File: src/hdl/fsc_pkg.sv
`default_nettype none
package fsc_pkg;
   // clock and pin timing
   localparam int CLK_NS     = 40;
   localparam int STROBE_NS  = 160;
   localparam int RECOV_NS   = 40;
   localparam int STROBE_CYC = (STROBE_NS + CLK_NS - 1) / CLK_NS;
   localparam int RECOV_CYC  = (RECOV_NS + CLK_NS - 1) / CLK_NS;
   localparam int ADDR_W     = 19;
   localparam int DQ_W       = 16;
   // register byte offsets
   localparam logic [7:0] REG_CTRL  = 8'h00;
   localparam logic [7:0] REG_ADDR  = 8'h04;
   localparam logic [7:0] REG_WDATA = 8'h08;
   localparam logic [7:0] REG_STAT  = 8'h0c;
   localparam logic [7:0] REG_RDATA = 8'h10;
   // control fields
   localparam int CTRL_GO_BIT    = 4;
   localparam int CTRL_WPROT_BIT = 8;
   localparam int CTRL_RUN_BIT   = 9;
   localparam logic [1:0] CTRL_RST = 2'h2;
   // status register fields
   localparam int STAT_BUSY_BIT = 8;
   localparam int STAT_RYBY_BIT = 9;
   localparam int STAT_ERR_BIT  = 10;
   localparam int STAT_REJ_BIT  = 11;
   // flash status byte positions
   localparam int SB_READY = 7;
   localparam int SB_ESUSP = 6;
   localparam int SB_EERR  = 5;
   localparam int SB_PERR  = 4;
   localparam int SB_VLOW  = 3;
   localparam int SB_PSUSP = 2;
   localparam int SB_PROT  = 1;
   // flash command codes
   localparam logic [7:0] CMD_READ_ARRAY = 8'hff;
   localparam logic [7:0] CMD_READ_STAT  = 8'h70;
   localparam logic [7:0] CMD_CLEAR_STAT = 8'h50;
   localparam logic [7:0] CMD_ERASE      = 8'h20;
   localparam logic [7:0] CMD_CONFIRM    = 8'hd0;
   localparam logic [7:0] CMD_PROG       = 8'h40;
   localparam logic [7:0] CMD_SUSPEND    = 8'hb0;
   localparam logic [1:0] RESP_OKAY      = 2'h0;
   localparam logic [1:0] RESP_SLVERR    = 2'h2;
   typedef enum logic [2:0] {
      OP_STATUS = 3'h0, OP_CLEAR = 3'h1, OP_ERASE = 3'h2, OP_PROG = 3'h3,
      OP_SUSP = 3'h4, OP_RESUME = 3'h5, OP_READ = 3'h6, OP_NONE = 3'h7
   } fsc_op_t;
endpackage
`default_nettype wire

File: src/hdl/fsc_cyc_if.sv
`timescale 1ns/1ps
`default_nettype none
interface fsc_cyc_if;
   import fsc_pkg::*;
   logic              req;
   logic              we;
   logic [ADDR_W-1:0] addr;
   logic [DQ_W-1:0]   wdata;
   logic              done;
   logic [DQ_W-1:0]   rdata;
   modport seq (output req, we, addr, wdata, input done, rdata);
   modport eng (input req, we, addr, wdata, output done, rdata);
endinterface
`default_nettype wire

File: src/hdl/fsc_pincyc.sv
`timescale 1ns/1ps
`default_nettype none
module fsc_pincyc (
   // clock and reset
   input  wire logic                    clk,
   input  wire logic                    rst_n,
   // cycle requests
   fsc_cyc_if.eng                       bus,
   // flash pins
   output logic [fsc_pkg::ADDR_W-1:0]   fl_addr,
   output logic [fsc_pkg::DQ_W-1:0]     fl_dq_o,
   output logic                         fl_dq_oe,
   input  wire logic [fsc_pkg::DQ_W-1:0] fl_dq_i,
   output logic                         fl_ce_n,
   output logic                         fl_oe_n,
   output logic                         fl_we_n
);
   import fsc_pkg::*;
   typedef enum logic [1:0] {E_IDLE = 2'b00, E_SET = 2'b01, E_STB = 2'b11, E_REC = 2'b10} fsc_est_t;
   fsc_est_t          st_q, st_d;
   logic [2:0]        cnt_q, cnt_d;
   logic              we_q, we_d;
   logic [ADDR_W-1:0] addr_q, addr_d;
   logic [DQ_W-1:0]   dout_q, dout_d, rd_q, rd_d, dq_m, dq_s;
   logic              ce_n_d, oe_n_d, we_n_d, oe_d;

   always_comb begin
      st_d   = st_q;
      cnt_d  = cnt_q;
      we_d   = we_q;
      addr_d = addr_q;
      dout_d = dout_q;
      rd_d   = rd_q;
      unique case (st_q)
         E_IDLE: if (bus.req) begin
            st_d   = E_SET;
            we_d   = bus.we;
            addr_d = bus.addr;
            dout_d = bus.wdata;
         end
         E_SET: begin
            st_d  = E_STB;
            cnt_d = 3'(STROBE_CYC - 1);
         end
         E_STB: if (cnt_q == 3'h0) begin
            st_d  = E_REC;
            cnt_d = 3'(RECOV_CYC - 1);
            if (!we_q) rd_d = dq_s;
         end else begin
            cnt_d = cnt_q - 3'h1;
         end
         E_REC: if (cnt_q == 3'h0) st_d = E_IDLE;
                else cnt_d = cnt_q - 3'h1;
      endcase
      // strobes end together with chip enable, so the device latches write data on that edge
      ce_n_d = !(st_d == E_SET || st_d == E_STB);
      oe_n_d = !(st_d == E_STB && !we_d);
      we_n_d = !(st_d == E_STB && we_d);
      oe_d   = we_d && st_d != E_IDLE;
   end

   always_ff @(posedge clk or negedge rst_n) begin
      if (!rst_n) begin
         st_q     <= E_IDLE;
         cnt_q    <= 3'h0;
         we_q     <= 1'b0;
         addr_q   <= '0;
         dout_q   <= '0;
         rd_q     <= '0;
         dq_m     <= '0;
         dq_s     <= '0;
         fl_ce_n  <= 1'b1;
         fl_oe_n  <= 1'b1;
         fl_we_n  <= 1'b1;
         fl_dq_oe <= 1'b0;
      end else begin
         st_q     <= st_d;
         cnt_q    <= cnt_d;
         we_q     <= we_d;
         addr_q   <= addr_d;
         dout_q   <= dout_d;
         rd_q     <= rd_d;
         dq_m     <= fl_dq_i;
         dq_s     <= dq_m;
         fl_ce_n  <= ce_n_d;
         fl_oe_n  <= oe_n_d;
         fl_we_n  <= we_n_d;
         fl_dq_oe <= oe_d;
      end
   end

   assign fl_addr   = addr_q;
   assign fl_dq_o   = dout_q;
   assign bus.rdata = rd_q;
   assign bus.done  = st_q == E_REC && cnt_q == 3'h0;
endmodule
`default_nettype wire

File: src/hdl/fsc_top.sv
// Overview of operation
// - status latched on strobe fall; toggle between reads
// - erase is setup then confirm, same block address
// - program is setup 40 or 10, then data write
// - after suspend write read-status, check suspend bits
`timescale 1ns/1ps
`default_nettype none
module fsc_top (
   // clock and reset
   input  wire logic                      CORE_CLK,
   input  wire logic                      RST_N,
   // axi4-lite slave
   input  wire logic [7:0]                S_AXI_AWADDR,
   input  wire logic                      S_AXI_AWVALID,
   output logic                           S_AXI_AWREADY,
   input  wire logic [31:0]               S_AXI_WDATA,
   input  wire logic [3:0]                S_AXI_WSTRB,
   input  wire logic                      S_AXI_WVALID,
   output logic                           S_AXI_WREADY,
   output logic [1:0]                     S_AXI_BRESP,
   output logic                           S_AXI_BVALID,
   input  wire logic                      S_AXI_BREADY,
   input  wire logic [7:0]                S_AXI_ARADDR,
   input  wire logic                      S_AXI_ARVALID,
   output logic                           S_AXI_ARREADY,
   output logic [31:0]                    S_AXI_RDATA,
   output logic [1:0]                     S_AXI_RRESP,
   output logic                           S_AXI_RVALID,
   input  wire logic                      S_AXI_RREADY,
   // flash pins
   output logic [fsc_pkg::ADDR_W-1:0]     FL_ADDR,
   output logic [fsc_pkg::DQ_W-1:0]       FL_DQ_O,
   output logic                           FL_DQ_OE,
   input  wire logic [fsc_pkg::DQ_W-1:0]  FL_DQ_I,
   output logic                           FL_CE_N,
   output logic                           FL_OE_N,
   output logic                           FL_WE_N,
   input  wire logic                      FL_READY_BUSY_N,
   output logic                           FL_WPROT_N,
   output logic                           FL_RESET_POWERDOWN_N
);
   import fsc_pkg::*;
   typedef enum logic [1:0] {S_IDLE = 2'b00, S_CMD1 = 2'b01, S_CMD2 = 2'b11, S_POLL = 2'b10} fsc_st_t;

   function automatic logic [DQ_W-1:0] cmd16(input logic [7:0] c);
      return {8'h00, c};
   endfunction

   function automatic logic mapped(input logic [7:0] a);
      return a == REG_CTRL || a == REG_ADDR || a == REG_WDATA || a == REG_STAT || a == REG_RDATA;
   endfunction

   fsc_cyc_if cyc ();

   fsc_pincyc u_eng (
      .clk      (CORE_CLK),
      .rst_n    (RST_N),
      .bus      (cyc.eng),
      .fl_addr  (FL_ADDR),
      .fl_dq_o  (FL_DQ_O),
      .fl_dq_oe (FL_DQ_OE),
      .fl_dq_i  (FL_DQ_I),
      .fl_ce_n  (FL_CE_N),
      .fl_oe_n  (FL_OE_N),
      .fl_we_n  (FL_WE_N)
   );

   // axi slave state and software registers
   logic              aw_have_q, aw_have_d, w_have_q, w_have_d;
   logic [7:0]        awaddr_q, awaddr_d;
   logic [31:0]       wd_q, wd_d, rdata_q, rdata_d, rd_mux;
   logic              bvalid_q, bvalid_d, rvalid_q, rvalid_d;
   logic [1:0]        bresp_q, bresp_d, rresp_q, rresp_d;
   logic [1:0]        ctrl_q, ctrl_d;
   logic [ADDR_W-1:0] addr_q, addr_d;
   logic [DQ_W-1:0]   fdata_q, fdata_d;
   logic              wr_fire, go, rej_clr;
   // sequencer state
   fsc_st_t           st_q, st_d;
   fsc_op_t           op_q, op_d;
   logic [7:0]        sts_q, sts_d;
   logic [DQ_W-1:0]   rdat_q, rdat_d;
   logic              rej_q, rej_d, busy, refuse, err, has2, waits;
   logic              ryby_m, ryby_s;

   assign busy = st_q != S_IDLE;
   assign err  = sts_q[SB_EERR] | sts_q[SB_PERR] | sts_q[SB_VLOW] | sts_q[SB_PROT];

   always_comb begin
      unique case (awaddr_q)
         REG_CTRL:  rd_mux = 32'h0;
         default:   rd_mux = 32'h0;
      endcase
      unique case (S_AXI_ARADDR)
         REG_CTRL:  rd_mux = {22'h0, ctrl_q, 5'h0, op_q};
         REG_ADDR:  rd_mux = {13'h0, addr_q};
         REG_WDATA: rd_mux = {16'h0, fdata_q};
         REG_STAT:  rd_mux = {20'h0, rej_q, err, ryby_s, busy, sts_q};
         REG_RDATA: rd_mux = {16'h0, rdat_q};
         default:   rd_mux = 32'h0;
      endcase
   end

   always_comb begin
      aw_have_d = aw_have_q;
      w_have_d  = w_have_q;
      awaddr_d  = awaddr_q;
      wd_d      = wd_q;
      bvalid_d  = bvalid_q;
      bresp_d   = bresp_q;
      rvalid_d  = rvalid_q;
      rdata_d   = rdata_q;
      rresp_d   = rresp_q;
      ctrl_d    = ctrl_q;
      addr_d    = addr_q;
      fdata_d   = fdata_q;
      go        = 1'b0;
      rej_clr   = 1'b0;
      wr_fire   = aw_have_q && w_have_q && !bvalid_q;
      if (S_AXI_AWVALID && S_AXI_AWREADY) begin
         aw_have_d = 1'b1;
         awaddr_d  = S_AXI_AWADDR;
      end
      if (S_AXI_WVALID && S_AXI_WREADY) begin
         w_have_d = 1'b1;
         wd_d     = S_AXI_WDATA;
      end
      if (wr_fire) begin
         aw_have_d = 1'b0;
         w_have_d  = 1'b0;
         bvalid_d  = 1'b1;
         bresp_d   = mapped(awaddr_q) ? RESP_OKAY : RESP_SLVERR;
         unique case (awaddr_q)
            REG_CTRL: begin
               ctrl_d = wd_q[CTRL_RUN_BIT:CTRL_WPROT_BIT];
               go     = wd_q[CTRL_GO_BIT];
            end
            // address and data stay put while a sequence runs, so setup and confirm hit one block
            REG_ADDR:  if (!busy) addr_d = wd_q[ADDR_W-1:0];
            REG_WDATA: if (!busy) fdata_d = wd_q[DQ_W-1:0];
            REG_STAT:  rej_clr = wd_q[STAT_REJ_BIT];
            default: ;
         endcase
      end else if (bvalid_q && S_AXI_BREADY) begin
         bvalid_d = 1'b0;
      end
      if (S_AXI_ARVALID && S_AXI_ARREADY) begin
         rvalid_d = 1'b1;
         rdata_d  = rd_mux;
         rresp_d  = mapped(S_AXI_ARADDR) ? RESP_OKAY : RESP_SLVERR;
      end else if (rvalid_q && S_AXI_RREADY) begin
         rvalid_d = 1'b0;
      end
   end

   always_ff @(posedge CORE_CLK or negedge RST_N) begin
      if (!RST_N) begin
         aw_have_q <= 1'b0;
         w_have_q  <= 1'b0;
         awaddr_q  <= 8'h00;
         wd_q      <= 32'h0;
         bvalid_q  <= 1'b0;
         bresp_q   <= RESP_OKAY;
         rvalid_q  <= 1'b0;
         rdata_q   <= 32'h0;
         rresp_q   <= RESP_OKAY;
         ctrl_q    <= CTRL_RST;
         addr_q    <= '0;
         fdata_q   <= '0;
      end else begin
         aw_have_q <= aw_have_d;
         w_have_q  <= w_have_d;
         awaddr_q  <= awaddr_d;
         wd_q      <= wd_d;
         bvalid_q  <= bvalid_d;
         bresp_q   <= bresp_d;
         rvalid_q  <= rvalid_d;
         rdata_q   <= rdata_d;
         rresp_q   <= rresp_d;
         ctrl_q    <= ctrl_d;
         addr_q    <= addr_d;
         fdata_q   <= fdata_d;
      end
   end

   assign S_AXI_AWREADY        = !aw_have_q;
   assign S_AXI_WREADY         = !w_have_q;
   assign S_AXI_BVALID         = bvalid_q;
   assign S_AXI_BRESP          = bresp_q;
   assign S_AXI_ARREADY        = !rvalid_q;
   assign S_AXI_RVALID         = rvalid_q;
   assign S_AXI_RDATA          = rdata_q;
   assign S_AXI_RRESP          = rresp_q;
   assign FL_WPROT_N           = ctrl_q[0];
   assign FL_RESET_POWERDOWN_N = ctrl_q[1];

   // sequencer: one or two command writes, then status or data reads; clear stops after its one write
   assign has2  = op_q == OP_ERASE || op_q == OP_PROG || op_q == OP_SUSP;
   assign waits = has2;
   // read-array would be ignored while the pin says busy, and clear is dead while suspended
   assign refuse = busy || fsc_op_t'(wd_q[2:0]) == OP_NONE
                || (fsc_op_t'(wd_q[2:0]) == OP_READ && !ryby_s)
                || (fsc_op_t'(wd_q[2:0]) == OP_CLEAR && (sts_q[SB_ESUSP] || sts_q[SB_PSUSP]));

   always_comb begin
      st_d   = st_q;
      op_d   = op_q;
      sts_d  = sts_q;
      rdat_d = rdat_q;
      rej_d  = rej_q;
      if (rej_clr) rej_d = 1'b0;
      if (go && refuse) rej_d = 1'b1;
      unique case (st_q)
         S_IDLE: if (go && !refuse) begin
            op_d = fsc_op_t'(wd_q[2:0]);
            st_d = S_CMD1;
         end
         S_CMD1: if (cyc.done) begin
            if (has2) st_d = S_CMD2;
            else if (op_q == OP_CLEAR) st_d = S_IDLE;
            else st_d = S_POLL;
         end
         S_CMD2: if (cyc.done) st_d = S_POLL;
         S_POLL: if (cyc.done) begin
            if (op_q == OP_READ) rdat_d = cyc.rdata;
            else sts_d = cyc.rdata[7:0];
            // erase, program and suspend keep polling until the ready bit, which also marks a reached suspend
            if (op_q == OP_READ || !waits || cyc.rdata[SB_READY]) st_d = S_IDLE;
         end
      endcase
   end

   always_comb begin
      cyc.req   = st_q != S_IDLE;
      cyc.we    = st_q != S_POLL;
      cyc.addr  = addr_q;
      cyc.wdata = cmd16(CMD_READ_STAT);
      if (st_q == S_CMD1) begin
         unique case (op_q)
            OP_CLEAR:  cyc.wdata = cmd16(CMD_CLEAR_STAT);
            OP_ERASE:  cyc.wdata = cmd16(CMD_ERASE);
            OP_PROG:   cyc.wdata = cmd16(CMD_PROG);
            OP_SUSP:   cyc.wdata = cmd16(CMD_SUSPEND);
            OP_RESUME: cyc.wdata = cmd16(CMD_CONFIRM);
            OP_READ:   cyc.wdata = cmd16(CMD_READ_ARRAY);
            default:   cyc.wdata = cmd16(CMD_READ_STAT);
         endcase
      end else if (st_q == S_CMD2) begin
         unique case (op_q)
            OP_ERASE: cyc.wdata = cmd16(CMD_CONFIRM);
            OP_PROG:  cyc.wdata = fdata_q;
            default:  cyc.wdata = cmd16(CMD_READ_STAT);
         endcase
      end
   end

   always_ff @(posedge CORE_CLK or negedge RST_N) begin
      if (!RST_N) begin
         st_q   <= S_IDLE;
         op_q   <= OP_STATUS;
         sts_q  <= 8'h80;
         rdat_q <= '0;
         rej_q  <= 1'b0;
         ryby_m <= 1'b1;
         ryby_s <= 1'b1;
      end else begin
         st_q   <= st_d;
         op_q   <= op_d;
         sts_q  <= sts_d;
         rdat_q <= rdat_d;
         rej_q  <= rej_d;
         ryby_m <= FL_READY_BUSY_N;
         ryby_s <= ryby_m;
      end
   end
endmodule
`default_nettype wire

File: config.mk
export PLATFORM = sky130hd
export DESIGN_NAME = fsc_top
export DESIGN_NICKNAME = d
export VERILOG_FILES = /design/src/hdl/fsc_pkg.sv /design/src/hdl/fsc_cyc_if.sv /design/src/hdl/fsc_pincyc.sv /design/src/hdl/fsc_top.sv
export SDC_FILE = /design/constraint.sdc
export NUM_CORES = 1
export LEC_CHECK = 0
export BUFFER_PORTS_ARGS = -buffer_cell sky130_fd_sc_hd__buf_2
export CAP_MARGIN = 20
export CORE_MARGIN = 10
export CORE_UTILIZATION = 57
export CTS_BUF_LIST = sky130_fd_sc_hd__clkbuf_4
export DETAILED_ROUTE_END_ITERATION = 12
export PLACE_DENSITY = 0.82
export SYNTH_ARGS = -nofsm -noshare
export SYNTH_HDL_FRONTEND = slang
export SYNTH_SLANG_ARGS = --single-unit
File: constraint.sdc
create_clock -name CORE_CLK -period 3.5 [get_ports CORE_CLK]
set_clock_uncertainty 0.15 [all_clocks]
set_input_delay 0.7 -clock CORE_CLK [delete_from_list [all_inputs] [get_ports CORE_CLK]]
set_output_delay 0.7 -clock CORE_CLK [all_outputs]
set_load 0.02 [all_outputs]
[Word-level counts from Yosys, hierarchy flattened]
Cells that the tools add are included.
Widths: inputs -> output; s select.
Storage, ports and cells
  output and inout bits: 82
  bits in registers: 229
  input bits: 76
  logic and storage cells: 174
Cells by class
  reduce and logical (&&, ||, !) cells: 66
  bitwise gates (word level): 6
  mux-type cells: 38
  add/sub/neg operators: 1
  equality and inequality tests: 32
Operators with widths (count)
  $pmux 19 s5: 1
  $pmux 8 s6: 1
  $eq 8x4->1 const B: 4
  $mux 16: 2
  $pmux 16 s2: 1
  $mux 2: 12
  $logic_or 1x1->1: 17
  $eq 8x3->1 const B: 2
  $eq 8x5->1 const B: 2
  $logic_not 8->1: 2
  $mux 1: 16
  $pmux 2 s4: 2
  $eq 3x3->1 const B: 5
  $logic_and 1x1->1: 15
  $reduce_and 3->1: 5
  $ne 2x2->1 const B: 7
  $reduce_bool 2->1: 7
  $logic_not 1->1: 11
  $eq 2x2->1 const B: 5
  $pmux 3 s3: 1
  $reduce_and 2->1: 4
  $eq 2x1->1 const B: 3
  $eq 3x1->1 const B: 2
  $eq 3x2->1 const B: 2
  other kinds (8): 14

[Longest topological paths before layout]
Gate-level depths: netlist (run 1).
  depth after elaboration: 9
  mapped depth: 7
  mapped depth without buffers: 6

[By module]
Synthesis (run 1) repeated with hierarchy kept, for this count alone.
Second synthesis, totals
  cell total of the unflattened synthesis: 641
  area, all modules: 8724.6 um^2
By module, submodules not included
  fsc_top: cells each 460, sequential area each 3032.9 um^2, times used 1, area each 5544.1 um^2
  fsc_pincyc: cells each 181, sequential area each 2331.0 um^2, times used 1, area each 3180.6 um^2

[Least setup slack after synthesis (run 1)]
No wires, ideal clock.
  path type: register -> register
  from: register awaddr_q[0]
  to: register addr_q[10]
  library setup time: 125 ps
  buffers on the path: 1
  path slack: 848 ps
  required time: 3225 ps
  data arrival time: 2377 ps
  period minus slack after synthesis: 2652 ps
  stages on the path, launching flop included: 6
  cells stage by stage: dfrtp_1 > or4_4 > or4_4 > nor4_4 > buf_6 > mux2_2
On the way
  cells in the longest elaborated chain, start to end: 2
RTL lines
  start: declaration: line fsc_top.sv:70  | logic [7:0] awaddr_q, awaddr_d;
  start signal: assignment: line fsc_top.sv:173  | awaddr_q <= awaddr_d;
  $eq 8x3->1: line fsc_top.sv:133  | unique case (awaddr_q)
  $reduce_and 3->1 (no line)
  end signal: assignment: line fsc_top.sv:181  | addr_q <= addr_d;
  end: declaration: line fsc_top.sv:75  | logic [ADDR_W-1:0] addr_q, addr_d;
Every way passes these cells.
A chain may end at the register's enable or synchronous reset.

[Worst setup path in the final report (run 1)]
  from: register awaddr_q[5]
  to: register fdata_q[12]
On the way
  cells in the longest elaborated chain, start to end: 2
RTL lines
  $eq 8x4->1: line fsc_top.sv:133
  $reduce_and 3->1 (no line)
  end signal: assignment: line fsc_top.sv:182  | fdata_q <= fdata_d;
  end: declaration: line fsc_top.sv:76  | logic [DQ_W-1:0] fdata_q, fdata_d;
Every way passes these cells.

==> results of run 1 <==
==> cell families (layout without fill, tap and decap cells) <==
| family | after synthesis | count (layout) | share of synthesized area |
|---|---|---|---|
| compound gates | 109 | 109 | 0.0889 |
| xor+xnor | 1 | 1 | 0.00103 |
| fa+ha+maj | 2 | 2 | 0.00294 |
| buf+inv | 60 | 259 | 0.0352 |
| flops | 214 | 214 | 0.631 |
| mux | 136 | 136 | 0.178 |
| other cells | 1 | 16 | 0.000441 |
| simple gates | 92 | 92 | 0.0627 |
==> critical path: stages (launching register included) <==
cell	delay [ns]
dfrtp_1	0.38
or4_4	0.53
or4_4	0.54
nor4b_4	0.22
buf_4	0.31
mux2_2	0.38
==> placed cells by master, fill, tap and decap left out, types with 3 or more instances in the layout <==
cell type / instances
nand2_1: 31
mux2_2: 120
nand3b_1: 4
nand3_1: 5
nor4_1: 3
buf_4: 15
dlygate4sd3_1: 18
dfrtp_1: 207
nor2_1: 11
o21ai_0: 29
buf_2: 124
dfstp_2: 7
mux2i_1: 15
a32o_1: 4
nor3_1: 5
a21oi_1: 10
or3_1: 3
a2bb2oi_1: 5
a22o_1: 22
conb_1: 15
nand2b_1: 6
o21a_1: 4
o211ai_1: 3
a22oi_1: 11
clkbuf_4: 80
nor2b_1: 7
o22ai_1: 11
inv_1: 16
==> metal layers <==
layer  up-vias  share of wire  GRT usage
li1       2577              -          -
met1      2900           0.39      0.230
met2       237           0.50      0.334
met3        39          0.085     0.0691
met4         0          0.024     0.0785
met5         -              0          0
==> what timing repair did <==
| action | in CTS | in global routing |
|---|---|---|
| resized for setup | 0 | 0 |
| hold buffers | 18 | 0 |
| setup endpoints to repair | 0 | 0 |
| hold endpoints to repair | 77 | 0 |
==> area by class of cell <==
type                    count  area share
diodes                      1    0.000246
clock buffers              80      0.0591
clock inverters             4     0.00455
inverters                  16     0.00591
multi-input cells         355       0.287
flip-flops and latches    214       0.528
well taps                 184      0.0226
repair buffers            159      0.0931
==> power groups by stage <==
stage | Combinational, mW | Clock [mW] | Sequential (mW)
after detailed placement | 1.47 | 0 | 3.54
final | 1.48 | 2.02 | 3.50
after CTS | 1.49 | 2.07 | 3.49
after global routing | 1.63 | 2.22 | 3.58
after global placement | 1.40 | 0 | 3.49
after floorplan | 0.944 | 0 | 3.48
==> worst paths after layout <==
path                                         start                              end  slack [ns]  cells past startpoint
min in group asynchronous                    RST_N    u_eng.fl_addr[17]$_DFFE_PN0P_        0.46                      2
max                        awaddr_q[5]$_DFFE_PN0P_          fdata_q[12]$_DFFE_PN0P_        0.85                      5
max in group asynchronous                    RST_N  u_eng.bus.rdata[13]$_DFFE_PN0P_        1.87                      3
min                                   S_AXI_BREADY         S_AXI_BVALID$_DFFE_PN0P_        0.08                      2
max reg2reg                awaddr_q[5]$_DFFE_PN0P_          fdata_q[12]$_DFFE_PN0P_        0.85                      5
min reg2reg                u_eng.dq_m[6]$_DFF_PN0_          u_eng.dq_s[6]$_DFF_PN0_        0.19                      0
==> sequential cells by signal (all words and copies together) (netlist names), 16 cells and up <==
signal           flops
S_AXI_RDATA         19
addr_q              19
fdata_q             16
rdat_q              16
u_eng.bus.rdata     16
u_eng.dq_m          16
u_eng.dq_s          16
u_eng.fl_addr       19
u_eng.fl_dq_o       16
wd_q                19
==> metrics, run 1 <==
Setup Fix Bufs, Post-CTS 0; Port Buf Inserts 125; CTS tree built; Yosys top cell by area dfrtp_1; first-iteration detailed-routing DRC count between 400 and 500; Post-DP HPWL roughly 14000 um; wire length per cell roughly 20 um; largest net degree at the start of global routing 68; Design Area, Final about 10000 um^2; die area 20200 um^2; worst hold-check path type input pin to flip-flop; Req. time, crit path a little under 4 ns; vias per cell roughly 5.7; RSZ-0062 raised after global routing false; Slew Limit Headroom 0.526; initial antenna violation count 0; clock sinks between 200 and 250; Mapped Cells ~620; wirelength, routed 20000 um; Die Width roughly 140 um; Tot Pwr between 6 and 7 mW; Worst-path clk slew ~0.060 ns; Crit path arrival time a little over 3 ns; post-synth top area share 0.609; via count ~5800; Logic pwr share 0.212; Post-synth ARST share 1.00; core region area 14600 um^2; Worst Max-Slew Pin Slew between 0.7 and 0.8 ns; Area contributors post-synth dfrtp_1, mux2_2, a22o_1; Rows 44; Fillers 992; Post-DRT Antenna Nets 0; layout cells sized above 1 0.441; Cell variety after synth 53; Hold Slack 0.0810 ns; Nets 876; RePlAce Congestion 0.903; YS warnings 0; worst setup margin roughly 0.85 ns; P_sw around 2.2 mW; First-pass DRT Iterations 6; synthesized flop and latch total 214; area delta synth->final 19.6%; initial core utilization 0.583; LEAKAGE just over 5 nW; Cells after DPL roughly 900; I/O Pins approximately 160; PD cells between 600 and 700 nW/um^2; Tot GR Track Use 0.200; Sequential Power Share 0.500; commonest cells in the netlist dfrtp_1, mux2_2, nand2_1; cts bufs inserted 52; IR drop worst, VDD 0.000539 V; outcome finished clean; buffer depth of the longest clock path 3; Clk Tree Root Cell clkbuf_4; CP Capture Type flip-flop; Syn Area/Cell between 10 and 15 um^2; Post-Syn Area 8500 um^2; CP Launch Type flip-flop; Synth Flop Type dfrtp_1; first-pass GRT wire length 32500 um; WS Path Type flip-flop to flip-flop; Final Critical Period 2.65 ns; dpl cell area around 9300 um^2; final setup vio count 0; multi-input logic area around 2900 um^2; Die Span Y about 140 um; final core occ 0.697; DP Worst Slack ~0.87 ns; Tcrit/Tclk final 0.756; htree depth 2; Clock power frac 0.288; max_cap viols 0; sw frac 0.311; Fin. Hold Viols 0; internal power approximately 4.8 mW; total gr overflow 0; most common cell in the netlist dfrtp_1; final std cells w/o fill between 1000 and 1500; clock latency on the worst-skew pair between 0.6 and 0.7 ns; Residual DRC 0; Max FO, Critical Path 16; fmax 378 MHz; sequential area share after synthesis 0.631; Post-synth EDFFs 0; setup_tns 0 ns; Max Slew Vio Count 0; register area around 5400 um^2; vias in the first global route between 6000 and 7000
Power figures use the tool's default switching activity.
==> run 2: changes to the inputs <==
--- a/config.mk
+++ b/config.mk
@@ -8,10 +8,10 @@
 export BUFFER_PORTS_ARGS = -buffer_cell sky130_fd_sc_hd__buf_2
 export CAP_MARGIN = 20
 export CORE_MARGIN = 10
-export CORE_UTILIZATION = 57
+export CORE_UTILIZATION = 52
 export CTS_BUF_LIST = sky130_fd_sc_hd__clkbuf_4
 export DETAILED_ROUTE_END_ITERATION = 12
-export PLACE_DENSITY = 0.82
+export PLACE_DENSITY = 0.78
 export SYNTH_ARGS = -nofsm -noshare
 export SYNTH_HDL_FRONTEND = slang
 export SYNTH_SLANG_ARGS = --single-unit
==> constraint.sdc (replaced) <==
create_clock -name CORE_CLK -period 2.1 [get_ports CORE_CLK]
set_clock_uncertainty 0.15 [all_clocks]
set_input_delay 0.42 -clock CORE_CLK [delete_from_list [all_inputs] [get_ports CORE_CLK]]
set_output_delay 0.42 -clock CORE_CLK [all_outputs]
set_load 0.02 [all_outputs]
==> run 2 against run 1 <==
First-iteration DRC count decreased by 1.6%. The run now ends with setup timing left. Non-clock buffer count is 83 higher. Worst hold slack improved by 0.014 ns. Maximum frequency rose by 0.19%. Clock power rose by 73%. Die area grew 8.2%. Design area grew 12%. Largest cell class unchanged. Wire length is 17% higher. Via count is 7.6% higher.
==> metrics, run 2 (synthesis results as in run 1) <==
Worst Max-Slew Pin Slew between 0.9 and 1 ns; Fin. Hold Viols 0; most common library cell in the layout ignoring fill and taps dfrtp_1; area delta synth->final 34.0%; crit-path max cell delay about 0.54 ns; cts bufs inserted 53; Req. time, crit path 2.48 ns; destination of the worst hold path S_AXI_RDATA[17]$_DFFE_PN0P_; WS Path Type flip-flop to flip-flop; Crit path arrival time 3.02 ns; diode count 0; final setup vio count 42; hold path start S_AXI_ARVALID; outcome finished with violations; Die Width between 100 and 150 um; final std cells w/o fill 1137; wire length per cell 20.5 um; largest net degree at the start of global routing 57; PD cells ~1100 nW/um^2; Max FO, Critical Path 8; die area ~22000 um^2; Worst Hold Depth 4; Tcrit/Tclk final 1.26; LEAKAGE approximately 5.6 nW; Hold Slack about 0.095 ns; RePlAce Congestion between 0.8 and 0.9; Residual DRC 0; CP Cell Sequence or4_4 > or4_4 > nor4b_4 > buf_4 > clkbuf_16 > mux2_4; Max Slew Vio Count 0; CTS tree built; most frequent CP cell or4_4; Final Critical Period 2.64 ns; CP delay by family, top simple AND/OR/NAND/NOR gates; CP Capture Type flip-flop; CP Launch Type flip-flop; Reg2Reg Depth 6; clock sinks roughly 210; Nets 960; htree depth 2; max_cap viols 0; setup_tns -19.01 ns; Rows 46; first-pass GRT wire length ~36000 um; initial antenna violation count 0; clock latency on the worst-skew pair around 0.69 ns; layout cells sized above 1 0.467; fmax ~380 MHz; Post-DP HPWL about 16000 um; RSZ-0062 raised after global routing true; core region area roughly 16000 um^2; Clk Tree Root Cell clkbuf_4; Slew Limit Headroom 0.346; Buf/Inv on CP 2; vias in the first global route about 6800; first-iteration detailed-routing DRC count roughly 490; Tot GR Track Use 0.206; vias per cell between 5 and 6; worst hold-check path type input pin to flip-flop; buffer depth of the longest clock path 3; Worst-path clk slew around 0.07 ns; Port Buf Inserts approximately 130; Fillers about 1000; r2r endpoint fdata_q[14]$_DFFE_PN0P_; Cells after DPL 980; Tot Pwr between 10 and 15 mW; dpl cell area 9850 um^2; wirelength, routed around 23000 um; total gr overflow 0; Post-DRT Antenna Nets 0; slowest CP cell or4_4; I/O Pins 158; failing checks setup timing; initial core utilization 0.533; Design Area, Final 11400 um^2; IR drop worst, VDD 0.000868 V; worst setup margin -0.541 ns; Die Span Y between 100 and 150 um; leading cell types in the layout, fill and taps excluded dfrtp_1, buf_2, clkbuf_4; Worst R2R Start awaddr_q[0]$_DFFE_PN0P_; First-pass DRT Iterations 5; FF-to-FF setup slack -0.54 ns; via count a little over 6000
-- run 2: cell count changes in the layout (fill, tap and decap cells not counted), sizes merged --
cell and delta:
diode -1, clkinv +5, clkbuf +10, buf +49
clkinvlp -1, dlygate4sd3 +31, bufinv -1
-- run 2: metal layers --
layer / global-route usage / wire (um) / vias to the layer above
li1: - / - / 2754
met1: 0.244 / 9220 / 3124
met2: 0.345 / 11600 / 267
met3: 0.0617 / 1860 / 46
met4: 0.0798 / 642 / 0
met5: 0 / 0 / -
-- run 2: area by class of cell --
type / instances / area, um^2 / share of cell area
clock inverters: 7 / 36.3 / 0.00319
inverters: 16 / 60.1 / 0.00527
clock buffers: 87 / 653 / 0.0573
flip-flops and latches: 214 / 5360 / 0.471
well taps: 216 / 270 / 0.0237
multi-input cells: 355 / 3150 / 0.277
repair buffers: 242 / 1860 / 0.163
-- run 2: metrics by stage --
step,setup WS (ns),utilization
final,-0.541,0.715
after global routing,-0.619,0.715
after CTS,-0.513,0.699
after detailed placement,-0.467,0.618
after global placement,-0.427,0.618
after floorplan,-0.552,-
-- run 2: power by group --
group	switching [mW]	internal (mW)
combinational	1.61	1.62
clock	1.64	1.86
sequential	0.742	5.04
-- run 2: worst max path at each step --
stage | end | cells after the start | slack [ns] | start
2_1_floorplan | addr_q[10]$_DFFE_PN0P_ | 5 | -0.55 | awaddr_q[0]$_DFFE_PN0P_
5_1_grt | fdata_q[14]$_DFFE_PN0P_ | 6 | -0.62 | awaddr_q[0]$_DFFE_PN0P_
4_1_cts | fdata_q[2]$_DFFE_PN0P_ | 5 | -0.51 | awaddr_q[0]$_DFFE_PN0P_
6_report | fdata_q[14]$_DFFE_PN0P_ | 6 | -0.54 | awaddr_q[0]$_DFFE_PN0P_
3_5_place_dp | fdata_q[0]$_DFFE_PN0P_ | 5 | -0.47 | awaddr_q[0]$_DFFE_PN0P_
3_3_place_gp | fdata_q[9]$_DFFE_PN0P_ | 5 | -0.43 | awaddr_q[0]$_DFFE_PN0P_
-- run 2: worst reg2reg max path, stage by stage, from the launching register on --
cell       delay (ns)
dfrtp_1          0.37
or4_4            0.54
or4_4            0.54
nor4b_4          0.25
buf_4            0.18
clkbuf_16        0.16
mux2_4           0.30
-- run 2: what timing repair did --
| action | in CTS | in global routing |
|---|---|---|
| pin swaps | 2 | 3 |
| gates cloned | 1 | 4 |
| resized for setup | 16 | 35 |
| buffers inserted | 5 | 6 |
| endpoints found under the setup margin | 43 | 65 |
| hold buffers | 49 | 0 |
| endpoints found under the hold margin | 258 | 0 |
==> run 3: changes to the inputs <==
--- a/config.mk
+++ b/config.mk
@@ -7,11 +7,13 @@
 export LEC_CHECK = 0
 export BUFFER_PORTS_ARGS = -buffer_cell sky130_fd_sc_hd__buf_2
 export CAP_MARGIN = 20
+export CELL_PAD_IN_SITES_DETAIL_PLACEMENT = 0
+export CELL_PAD_IN_SITES_GLOBAL_PLACEMENT = 1
 export CORE_MARGIN = 10
-export CORE_UTILIZATION = 52
+export CORE_UTILIZATION = 42
 export CTS_BUF_LIST = sky130_fd_sc_hd__clkbuf_4
 export DETAILED_ROUTE_END_ITERATION = 12
-export PLACE_DENSITY = 0.78
+export PLACE_DENSITY_LB_ADDON = 0.1
 export SYNTH_ARGS = -nofsm -noshare
 export SYNTH_HDL_FRONTEND = slang
 export SYNTH_SLANG_ARGS = --single-unit
==> run 3 against run 2 <==
The flow still finishes with violations (setup timing). Non-clock buffer count shrank 2. Largest cell class unchanged. Register-to-register slack improved by 0.05 ns. Setup slack gained 0.054 ns. Final cell count increased by 4.6%. Highest routed layer unchanged. Global-route usage fell by 3.9 points. First-iteration DRC count is 33% lower. Maximum frequency rose by 2.1%. Sequential power shrank 0.7%. Critical path depth shrank 1. Count of clock-buffer cells in the layout fell by 7. Combinational power fell by 2%.
==> metrics, run 3 (synthesis results as in run 1) <==
Worst-path clk slew about 0.070 ns; Req. time, crit path around 2.5 ns; Fin. Hold Viols 0; Max Slew Vio Count 0; DP Worst Slack -0.491 ns; Worst Hold Depth 4; Worst Max-Slew Pin Slew between 1 and 1.5 ns; fmax approximately 390 MHz; Tot Pwr ~12 mW; vias per cell around 5.0; cts bufs inserted 54; total gr overflow 0; First-pass DRT Iterations 6; Nets about 960; Hold Slack 0.0643 ns; Crit path arrival time around 3 ns; PD cells 1090 nW/um^2; Max FO, Critical Path 16; max_cap viols 0; layout cells sized above 1 0.457; Residual DRC 0; Tot GR Track Use 0.167; CP Capture Type flip-flop; Post-DRT Antenna Nets 0; Post-DP HPWL 15500 um; initial antenna violation count 1; Clock power frac 0.282; clock latency on the worst-skew pair ~0.66 ns; RSZ-0062 raised after global routing true; P_sw 3.87 mW; buffer depth of the longest clock path 3; core region area about 20000 um^2; sw frac 0.313; CTS tree built; area delta synth->final 34.2%; dpl cell area just under 10000 um^2; Final Critical Period ~2.6 ns; Slew Limit Headroom 0.277; RePlAce Congestion ~0.86; clock sinks 214; Rows 51; Port Buf Inserts approximately 130; via count roughly 6000; Die Width around 160 um; CP Launch Type flip-flop; Reg2Reg Depth 5; CP Cell Sequence or4_4 > or4_4 > nor4b_4 > buf_12 > mux2_2; first-pass GRT wire length 34900 um; die area 26300 um^2; I/O Pins roughly 160; leading cell types in the layout, fill and taps excluded dfrtp_1, buf_2, clkbuf_4; most frequent CP cell or4_4; initial core utilization 0.431; wirelength, routed around 22000 um; crit-path max cell delay approximately 0.54 ns; slowest CP cell or4_4; Die Span Y between 150 and 200 um; worst hold-check path type input pin to flip-flop; htree depth 2; WS Path Type flip-flop to flip-flop; internal power between 8 and 9 mW; IR drop worst, VDD between 0.0006 and 0.0007 V; outcome finished with violations; first-iteration detailed-routing DRC count ~330; wire length per cell roughly 19 um; Tcrit/Tclk final 1.23; vias in the first global route roughly 6400; worst setup margin -0.487 ns; Logic pwr share 0.255; final setup vio count 42; failing checks setup timing; largest net degree at the start of global routing 44; LEAKAGE 5.60 nW; most common library cell in the layout ignoring fill and taps dfrtp_1; Clk Tree Root Cell clkbuf_4; Design Area, Final about 11000 um^2; Sequential Power Share 0.464; FF-to-FF setup slack -0.49 ns
## run 3: cell count changes in the layout (fill, tap and decap cells not counted), sizes merged
cell and change:
buf -3, bufinv +1, clkbuf -7, clkinv +9, diode +1, dlygate4sd3 +1, inv +1
## run 3: what timing repair did
item,in CTS,in global routing
pin swaps,1,3
resized for setup,16,28
hold buffers,50,0
endpoints found under the setup margin,42,74
buffers inserted,2,3
gates cloned,0,4
hold endpoints to repair,255,0
## run 3: path summary, 6_finish.rpt
| path | start | end |
|---|---|---|
| max reg2reg | awaddr_q[0]$_DFFE_PN0P_ | fdata_q[10]$_DFFE_PN0P_ |
| max in group asynchronous | RST_N | ctrl_q[1]$_DFFE_PN1P_ |
| min in group asynchronous | RST_N | u_eng.fl_addr[14]$_DFFE_PN0P_ |
| max | awaddr_q[0]$_DFFE_PN0P_ | fdata_q[10]$_DFFE_PN0P_ |
| min | S_AXI_ARADDR[6] | S_AXI_RRESP[1]$_DFFE_PN0P_ |
| min reg2reg | u_eng.dq_m[9]$_DFF_PN0_ | u_eng.dq_s[9]$_DFF_PN0_ |
## run 3: per-layer routing
layer | vias up | track usage | share of wire
li1 | 2762 | - | -
met1 | 3014 | 0.217 | 0.45
met2 | 171 | 0.264 | 0.48
met3 | 31 | 0.0427 | 0.061
met4 | 0 | 0.0571 | 0.016
met5 | - | 0 | 0
## run 3: cell type report
class	instances	area, um^2
sequential	214	5360
fill	1670	8310
multi-input combinational	355	3130
inverter	16	60.1
clock buffer	80	601
antenna	1	2.50
tap	265	332
timing repair buffer	240	1830
clock inverter	18	96.3
## run 3: stage by stage
step                      TNS [ns]  utilization  cells
final                       -18.05        0.579   1189
after floorplan             -17.92            -    629
after global placement      -18.08        0.503   1031
after detailed placement    -19.62        0.503   1031
after global routing        -19.82        0.579   1189
after CTS                   -17.66        0.568   1181
## run 3: critical path, delay by kind of cell, from the launching register on
family                 cells  cell delay [ns]
DFF                        1             0.38
and+or+nand+nor            3             1.37
muxes                      1             0.34
buffers and inverters      1             0.22
## run 3: power by group through the flow
stage / sequential, mW / combinational, mW / clock, mW
final: 5.74 / 3.15 / 3.49
after global routing: 5.86 / 3.46 / 3.85
after CTS: 5.73 / 3.11 / 3.62
after detailed placement: 5.80 / 2.95 / 0
after global placement: 5.75 / 2.87 / 0
after floorplan: 5.81 / 1.61 / 0
